[src/bstp_map.vh]
// Constants for the buck stage and thermal protection block.
// Assumes a 100 MHz ref_clk; analog comparisons arrive as digital levels.
`ifndef BSTP_MAP_VH
`define BSTP_MAP_VH
`define BSTP_CLK_MHZ 100
// Restart delay after overcurrent, in ms, and its cycle count
`define BSTP_RESTART_MS 1000
`define BSTP_RESTART_CYC (`BSTP_RESTART_MS * 1000 * `BSTP_CLK_MHZ)
// Thermal sample period in us and cycles
`define BSTP_SAMPLE_US 100
`define BSTP_SAMPLE_CYC (`BSTP_SAMPLE_US * `BSTP_CLK_MHZ)
// Slow derating filter time constant, s, and shift giving ~2 s at the sample rate
`define BSTP_SLOW_TC_S 2
`define BSTP_SLOW_SHIFT 14
`define BSTP_FAST_SHIFT 2
// Startup tracking limit in ms
`define BSTP_TRACK_MS 15
// Resistance codes: ohms / 16, pin held near 1.25 V reference
`define BSTP_CODE_95C 12'h4f5
`define BSTP_CODE_120C 12'h427
`define BSTP_CODE_125C 12'h40d
`define BSTP_DIM_MIN 10'h033
`define BSTP_DIM_MAX 10'h3ff
`endif

[src/bstp_res_adc.v]
// Resistance tracking loop for the external thermistor network.
// Assumes thermalPinHigh is a comparator of the pin against the reference.
`timescale 1ns/1ps
`include "bstp_map.vh"
module bstp_res_adc
(
  input wire ref_clk,
  input wire sys_rst,
  input wire sampleTick,
  input wire thermalPinHigh,
  output reg [11:0] resCode
);
  reg [3:0] sarIdx;
  reg sarDone;
  // ------------------------------------------------------------
  // Tracking step
  // ------------------------------------------------------------
  // Pin above reference means too much bias current: raise the resistance
  // code, which lowers the bias. A binary search comes first so a reading
  // is ready well inside the startup window; afterwards one LSB per sample
  // keeps the loop stable.
  always @(posedge ref_clk or posedge sys_rst)
  begin
    if (sys_rst)
    begin
      resCode <= 12'h800;
      sarIdx <= 4'hb;
      sarDone <= 1'b0;
    end
    else if (sampleTick)
    begin
      if (!sarDone)
      begin
        // Keep the trial bit while the pin says the code is still too low
        if (thermalPinHigh)
          resCode <= resCode | ((12'h001 << sarIdx) >> 1);
        else
          resCode <= (resCode & ~(12'h001 << sarIdx)) | ((12'h001 << sarIdx) >> 1);
        sarIdx <= sarIdx - 4'h1;
        sarDone <= (sarIdx == 4'h0);
      end
      else if (thermalPinHigh && resCode != 12'hfff)
        resCode <= resCode + 12'h001;
      else if (!thermalPinHigh && resCode != 12'h000)
        resCode <= resCode - 12'h001;
    end
  end
endmodule

[src/bstp_buck_thermal.v]
// Buck stage control with overcurrent, die and external thermal protection.
// Assumes comparator outputs synchronous to ref_clk; power-on reset on sys_rst.
// Notes on behaviour
// - Peak current ends each gate pulse
// - Measure demagnetization time from zero cross
// - Switching period sets next gate turn-on
// - LED current linear, monotonic, 5 to 100 percent
// - Overcurrent stops both gates, restarts after 1 s
// - Die overheating stops switching, with hysteresis
// - Thermistor resistance sampled periodically
// - Bias loop holds pin at reference
// - Fast filter compared against 125C code
// - Two-second filter derates dim above 95C
// - Derating ramps between 95C and 125C codes
// - Beyond 125C latch fault until power cycle
// - Startup waits for reading below 120C
// - Period averaged to reject line ripple
// - Dimmer control value sets current level
`timescale 1ns/1ps
`include "bstp_map.vh"
module bstp_buck_thermal
#(
  parameter RESTART_CYC = `BSTP_RESTART_CYC,
  parameter SAMPLE_CYC = `BSTP_SAMPLE_CYC,
  parameter TRACK_CYC = `BSTP_TRACK_MS * 1000 * `BSTP_CLK_MHZ
)
(
  input wire ref_clk,
  input wire sys_rst,
  input wire peakCurrentHit,
  input wire buckOvercurrent,
  input wire buckZeroCross,
  input wire dieOverTemp,
  input wire dieCooled,
  input wire thermalPinHigh,
  input wire [9:0] dimControl,
  output reg buckGateDrive,
  output reg boostGateDrive,
  output reg overcurrentFault,
  output reg dieThermalGuard,
  output reg externalThermalFault,
  output reg startupDone,
  output reg [9:0] dimLevel,
  output reg [11:0] resistanceCode,
  output reg [15:0] buckDemagPeriod,
  output reg [15:0] buckSwitchingPeriod
);
  localparam ST_OFF = 2'd0;
  localparam ST_ON = 2'd1;
  localparam ST_DEMAG = 2'd2;
  localparam ST_WAIT = 2'd3;

  wire [11:0] adcCode;
  reg [31:0] sampleCnt;
  reg sampleTick;
  reg [31:0] restartCnt;
  reg [31:0] trackCnt;
  reg [15:0] fastFilt;
  reg [25:0] slowFilt;
  reg [1:0] state;
  reg [15:0] phaseCnt;
  reg [15:0] onTime;
  reg [19:0] periodAvg;
  reg [9:0] derate;
  reg [9:0] next_dim;
  reg [31:0] derateWide;
  reg [19:0] dimProduct;

  // Saturating 16-bit increment, used for the switching phase counter phaseCnt
  function [15:0] sat_inc;
    input [15:0] v;
    begin
      sat_inc = (v == 16'hffff) ? v : v + 16'h0001;
    end
  endfunction

  // ------------------------------------------------------------
  // Thermistor sampling
  // ------------------------------------------------------------
  always @(posedge ref_clk or posedge sys_rst)
  begin
    if (sys_rst)
    begin
      sampleCnt <= 32'h0;
      sampleTick <= 1'b0;
    end
    else
    begin
      sampleTick <= (sampleCnt == SAMPLE_CYC - 1);
      sampleCnt <= (sampleCnt == SAMPLE_CYC - 1) ? 32'h0 : sampleCnt + 32'h1;
    end
  end

  bstp_res_adc u_adc
  (
    .ref_clk(ref_clk),
    .sys_rst(sys_rst),
    .sampleTick(sampleTick),
    .thermalPinHigh(thermalPinHigh),
    .resCode(adcCode)
  );

  // ------------------------------------------------------------
  // Filters and thermal decisions
  // ------------------------------------------------------------
  // The fast filter is a short average for noise; the slow one a long IIR
  // so derating never shows as a visible step.
  wire extHot = startupDone && fastFilt[15:4] < `BSTP_CODE_125C;

  always @(posedge ref_clk or posedge sys_rst)
  begin
    if (sys_rst)
    begin
      fastFilt <= 16'hffff;
      slowFilt <= 26'h3ffffff;
      externalThermalFault <= 1'b0;
      startupDone <= 1'b0;
      trackCnt <= 32'h0;
      resistanceCode <= 12'h000;
    end
    else
    begin
      resistanceCode <= adcCode;
      if (sampleTick)
      begin
        fastFilt <= fastFilt - (fastFilt >> `BSTP_FAST_SHIFT)
          + {2'b00, adcCode, 2'b00};
        slowFilt <= slowFilt - (slowFilt >> `BSTP_SLOW_SHIFT)
          + {14'h0000, adcCode};
      end
      if (extHot)
        externalThermalFault <= 1'b1;
      if (trackCnt < TRACK_CYC)
        trackCnt <= trackCnt + 32'h1;
      // Startup trusts the raw code once the fast tracking window has passed
      if (!startupDone && trackCnt >= TRACK_CYC && adcCode > `BSTP_CODE_120C)
        startupDone <= 1'b1;
    end
  end

  // Derate from full at the 95C code to minimum at the 125C code
  always @*
  begin
    derateWide = ({20'h00000, slowFilt[25:14]} - {20'h00000, `BSTP_CODE_125C})
      * 32'h000003ff / ({20'h00000, `BSTP_CODE_95C} - {20'h00000, `BSTP_CODE_125C});
    if (slowFilt[25:14] >= `BSTP_CODE_95C)
      derate = 10'h3ff;
    else if (slowFilt[25:14] <= `BSTP_CODE_125C)
      derate = 10'h000;
    else
      derate = derateWide[9:0];
    dimProduct = {10'h000, dimControl} * {10'h000, derate};
    next_dim = dimProduct[19:10];
    if (next_dim < `BSTP_DIM_MIN)
      next_dim = `BSTP_DIM_MIN;
  end

  // ------------------------------------------------------------
  // Faults
  // ------------------------------------------------------------
  always @(posedge ref_clk or posedge sys_rst)
  begin
    if (sys_rst)
    begin
      overcurrentFault <= 1'b0;
      restartCnt <= 32'h0;
      dieThermalGuard <= 1'b0;
      dimLevel <= `BSTP_DIM_MIN;
    end
    else
    begin
      dimLevel <= next_dim;
      if (buckOvercurrent)
      begin
        overcurrentFault <= 1'b1;
        restartCnt <= 32'h0;
      end
      else if (overcurrentFault)
      begin
        if (restartCnt == RESTART_CYC - 1)
          overcurrentFault <= 1'b0;
        else
          restartCnt <= restartCnt + 32'h1;
      end
      if (dieOverTemp)
        dieThermalGuard <= 1'b1;
      else if (dieCooled)
        dieThermalGuard <= 1'b0;
    end
  end

  // ------------------------------------------------------------
  // Buck switching cycle
  // ------------------------------------------------------------
  // Raw triggers are included so the gates drop on the same edge as the flag
  wire runOk = startupDone && !overcurrentFault && !dieThermalGuard
    && !externalThermalFault && !buckOvercurrent && !dieOverTemp && !extHot;
  // Off time scaled by the dim level; saturates rather than wrapping on a long cycle
  wire [31:0] periodRaw = ({16'h0000, onTime} + {16'h0000, phaseCnt}) * 32'h000003ff
    / ({22'h000000, dimLevel} + 32'h00000001);
  wire [15:0] periodStep = (periodRaw[31:16] != 16'h0000) ? 16'hffff : periodRaw[15:0];

  always @(posedge ref_clk or posedge sys_rst)
  begin
    if (sys_rst)
    begin
      state <= ST_OFF;
      phaseCnt <= 16'h0;
      onTime <= 16'h0;
      periodAvg <= 20'h0;
      buckDemagPeriod <= 16'h0;
      buckSwitchingPeriod <= 16'h0;
      buckGateDrive <= 1'b0;
      boostGateDrive <= 1'b0;
    end
    else if (!runOk)
    begin
      state <= ST_OFF;
      buckGateDrive <= 1'b0;
      boostGateDrive <= 1'b0;
    end
    else
    begin
      boostGateDrive <= 1'b1;
      phaseCnt <= sat_inc(phaseCnt);
      case (state)
        ST_OFF:
        begin
          state <= ST_ON;
          buckGateDrive <= 1'b1;
          phaseCnt <= 16'h0;
        end
        ST_ON:
          if (peakCurrentHit)
          begin
            buckGateDrive <= 1'b0;
            onTime <= phaseCnt;
            phaseCnt <= 16'h0;
            state <= ST_DEMAG;
          end
        ST_DEMAG:
          if (buckZeroCross)
          begin
            buckDemagPeriod <= phaseCnt;
            // Off time scales inversely with dim level: total period grows
            // as current falls, giving a linear current law.
            periodAvg <= periodAvg - (periodAvg >> 4)
              + {4'h0, periodStep};
            phaseCnt <= sat_inc(phaseCnt);
            state <= ST_WAIT;
          end
        ST_WAIT:
        begin
          buckSwitchingPeriod <= periodAvg[19:4];
          if ({16'h0, onTime} + {16'h0, phaseCnt} >= {16'h0, periodAvg[19:4]})
          begin
            buckGateDrive <= 1'b1;
            phaseCnt <= 16'h0;
            state <= ST_ON;
          end
        end
        default:
          state <= ST_OFF;
      endcase
    end
  end
endmodule

[config.mk]
export PLATFORM = sky130hd
export DESIGN_NAME = bstp_buck_thermal
export DESIGN_NICKNAME = d
export VERILOG_FILES = /design/src/bstp_res_adc.v /design/src/bstp_buck_thermal.v
export VERILOG_INCLUDE_DIRS = /design/src
export SDC_FILE = /design/constraint.sdc
export NUM_CORES = 2
export LEC_CHECK = 0
export BUFFER_PORTS_ARGS = -buffer_cell sky130_fd_sc_hd__buf_2
export CORE_UTILIZATION = 30
export CTS_CLUSTER_DIAMETER = 40
export DETAILED_ROUTE_END_ITERATION = 10
export GPL_ROUTABILITY_DRIVEN = 1
export HOLD_SLACK_MARGIN = 0.08
export PLACE_DENSITY_LB_ADDON = 0.08
export SETUP_SLACK_MARGIN = 0.3
export SLEW_MARGIN = 20
export SYNTH_ARGS = -nofsm -noshare
export SYNTH_HDL_FRONTEND = slang
export SYNTH_HIERARCHICAL = 1
export SYNTH_SLANG_ARGS = --single-unit
[constraint.sdc]
create_clock -name ref_clk -period 140 [get_ports ref_clk]
set_input_delay 28 -clock ref_clk [delete_from_list [all_inputs] [get_ports ref_clk]]
set_output_delay 28 -clock ref_clk [all_outputs]
set_load 0.1 [all_outputs]
==> summary.md <==
| Metric | Value |
|---|---|
| DRT met1 WL | `73.3 mm` |
| Clock Path Buffers | `3` |
| DR WL met2 | `between 70 and 80 mm` |
| P&R area growth vs syn | `9.06%` |
| DP HPWL | `127 mm` |
| Fin. Hold Viols | `0` |
| Most frequent cells in the layout | `612 x ha_1, 576 x inv_1, 541 x nand2_1, 497 x nor2_1, 386 x a21oi_1` |
| Postcts setup bufs | `0` |
| I/O pins | `78` |
| GPL Wtd Cong | `0.848` |
| Period minus WS final | `112.13 ns` |
| Tcrit/Tclk final | `80.1%` |
| RSZ-0062 raised after global routing | `false` |
| Fmax | `8.92 MHz` |
| Clock Power Share | `60.1%` |
| P_sw | `0.0493 mW` |
| Worst skew pair latency | `0.59 ns` |
| Final setup fails | `0` |
| Post-route cell area | `roughly 55000 µm²` |
| IR drop worst, VDD | `0.00784 mV` |
| Via density | `5.28` |
| Clock Tree Root | `clkbuf_16` |
| Post-CTS sizing | `0` |
| Antenna violations before repair | `7` |
| Avg WL per Cell | `17.9 µm` |
| Top delay family on crit path | `compound AO/OA/AOI/OAI gates` |
| Critical path class | `flop to flop` |
| Most common cell after layout, fill and taps aside | `ha_1` |
| Clk sink count | `270` |
| Sequential share of power | `a little under two fifths` |
| Post-DRT Antenna Nets | `0` |
| DIE WIDTH | `roughly 410 µm` |
| Setup TNS | `0 ns` |
| Total gr overflow | `0` |
| Flops & latches, synth | `270` |
| Primary FF master, synth | `dfrtp_1` |
| DRC Markers | `0` |
| GR Util All Layers | `approximately 18%` |
| Crit. End Element | `flop` |
| Synthesized instance count | `6399` |
| Post-Syn Area | `between 50000 and 60000 µm²` |
| Via count | `45.7k` |
| Sw Share | `a little under a quarter` |
| Crit path largest cell delay | `0.73 ns` |
| Global-route wire length before repair | `around 250 mm` |
| H-tree depth | `2` |
| Met3 wire length | `3.67 mm` |
| HP Class | `flop to flop` |
| Cell variety after synth | `roughly 150` |
| Leakage | `25.7 nW` |
| Core area | `168000 µm²` |
| Layout Nets | `7291` |
| Flop2flop setup slack | `between 20 and 30 ns` |
| Number of DRC markers in iteration 0 | `2550` |
| PortBufs | `77` |
| Part of the power in combinational logic | `around 2%` |
| CP Launch Type | `flop` |
| Final WL | `155 mm` |
| Fillcell total | `17.9k` |
| Critical Path RT | `140.46 ns` |
| Relative slew slack | `26.2%` |
| Largest net degree at the start of global routing | `99` |
| Least-Margin Pin Slew | `1.08 ns` |
| Layout cells sized above 1 | `under 10%` |
| Post-synth EDFFs | `0` |
| CTS buffer count | `48` |
| Ys Warns | `6` |
| TritonCTS clock tree | `yes` |
| Syn avg cell area | `roughly 7.9 µm²` |
| CP max-delay cell | `a221oi_1` |
| Final clock skew | `0.0302 ns` |
| Row count | `150` |
| Pint | `around 0.16 mW` |
| DR pass1 iterations | `6` |
| Initial Util | `30.3%` |
| DP Area | `approximately 54000 µm²` |
| Die H | `between 400 and 500 µm` |
| Worst Path Buf+Inv | `26` |
| Cts hold-fix bufs | `0` |
| Worst-path maximum fanout | `26` |
| Die area | `171000 µm²` |
| Fin. max-slew vios | `0` |
| CP Data Arrival Time | `between 100 and 150 ns` |
| Top Metal Used | `met5` |
| Share of flip-flops with an asynchronous set or reset | `100%` |
| CTS clock-pin slew for the worst setup and hold paths | `0.05 ns` |
| MaxCap Viol Count | `0` |
| Number of global-route vias before repair | `45.6k` |
| Sequential area share after synthesis | `13.4%` |
| Post-layout power | `~0.21 mW` |
| Most used cell, CP | `o21a_1` |
| Outcome | `completed` |
| Pwr dens | `roughly 3.7 nW/µm²` |
worst reg2reg max path, delay by kind of cell, from the launching register on:
kind	cells	cell delay, ns
compound gates	283	61.84
simple gates	112	29.75
fa+ha+maj	40	12.68
buf+inv	26	3.04
mux	6	2.25
xor+xnor	7	2.00
flops	1	0.43
cells by family after synthesis:
kind of cell / after synthesis / synth area share [%]
fa+ha+maj: 874 / 25.1
simple gates: 2166 / 21.4
flops: 270 / 13.4
other cells: 1 / 0.00737
mux: 129 / 2.76
buf+inv: 753 / 5.86
xor+xnor: 440 / 7.58
compound gates: 1766 / 23.8
flip-flops by register name, summed over array words and instances, names as in the netlist, 2 cells and up:
name and cells:
buckDemagPeriod 16, u_adc/resCode 12, onTime 16, periodAvg 20, restartCnt 32, slowFilt 26
buckSwitchingPeriod 16, sampleCnt 32, dimLevel 10, u_adc/sarIdx 4, trackCnt 32, fastFilt 16
phaseCnt 16, state 2, resistanceCode 12
stage by stage:
stage	hold WS [ns]	util, %	setup slack [ns]	std cells
3_5_place_dp	0.368	32.0	28.76	8565
2_1_floorplan	0.421	-	40.25	6400
3_3_place_gp	0.366	32.0	31.45	8565
4_1_cts	0.381	33.1	28.18	8653
5_1_grt	0.384	33.1	17.41	8653
6_report	0.376	33.1	27.87	8654
cell usage after synthesis (24+ instances only):
master | n | area, µm²
or2_2 | 75 | 469
and3_1 | 64 | 400
xnor2_1 | 292 | 2560
or4_1 | 24 | 180
and2_1 | 86 | 538
a21o_1 | 123 | 923
o22ai_1 | 24 | 150
inv_1 | 577 | 2170
nor2_1 | 497 | 1870
mux2i_1 | 38 | 380
o21a_1 | 213 | 1600
a21oi_1 | 386 | 1930
nand4_1 | 86 | 538
fa_1 | 250 | 5000
a31oi_1 | 45 | 282
dfrtp_1 | 220 | 5510
dfstp_2 | 50 | 1310
xor2_1 | 148 | 1300
nand3_1 | 155 | 776
nor2b_1 | 53 | 332
clkbuf_1 | 111 | 417
nand2b_1 | 53 | 332
nor3_1 | 275 | 1380
o211ai_1 | 44 | 330
a211oi_1 | 62 | 465
nor4_1 | 50 | 313
or3_1 | 63 | 394
o21ai_0 | 300 | 1500
nand2_1 | 541 | 2030
o21ai_1 | 34 | 170
o21bai_1 | 72 | 541
mux2_2 | 91 | 1020
ha_1 | 612 | 7660
o31ai_1 | 111 | 833
power by group through the flow:
stage	registers, mW	logic (mW)	clock network [mW]
floorplan	0.0798	0.00251	0
global placement	0.0797	0.00435	0
detailed placement	0.0797	0.00432	0
CTS	0.0783	0.00434	0.129
global route	0.0783	0.00479	0.132
finish	0.0784	0.00413	0.124
per-layer routing:
layer / track usage (%) / vias to the layer above
met5: 0 / -
met4: 2.95 / 10
met3: 1.09 / 151
met2: 32.0 / 617
met1: 24.0 / 21800
li1: - / 23100
cell type report:
cell class / count / area [µm²] / share of cell area, %
multi-input combinational: 5377 / 41200 / 74.2
sequential: 270 / 6820 / 12.3
tap: 2204 / 2760 / 4.97
inverter: 579 / 2180 / 3.93
clock buffer: 56 / 1290 / 2.33
timing repair buffer: 135 / 821 / 1.48
clock inverter: 32 / 422 / 0.760
antenna: 1 / 2.50 / 0.00451
path summary, 6_finish.rpt:
kind                         startpoint                end  depth (start not counted)
min in group asynchronous       sys_rst  resistanceCode[8]                          2
max in group asynchronous       sys_rst         sampleTick                          4
max reg2reg                 phaseCnt[0]      periodAvg[19]                        474
max                         phaseCnt[0]      periodAvg[19]                        474
min reg2reg                trackCnt[27]       trackCnt[27]                          0
min                        trackCnt[27]       trackCnt[27]                          0
Power figures use the tool's default switching activity.
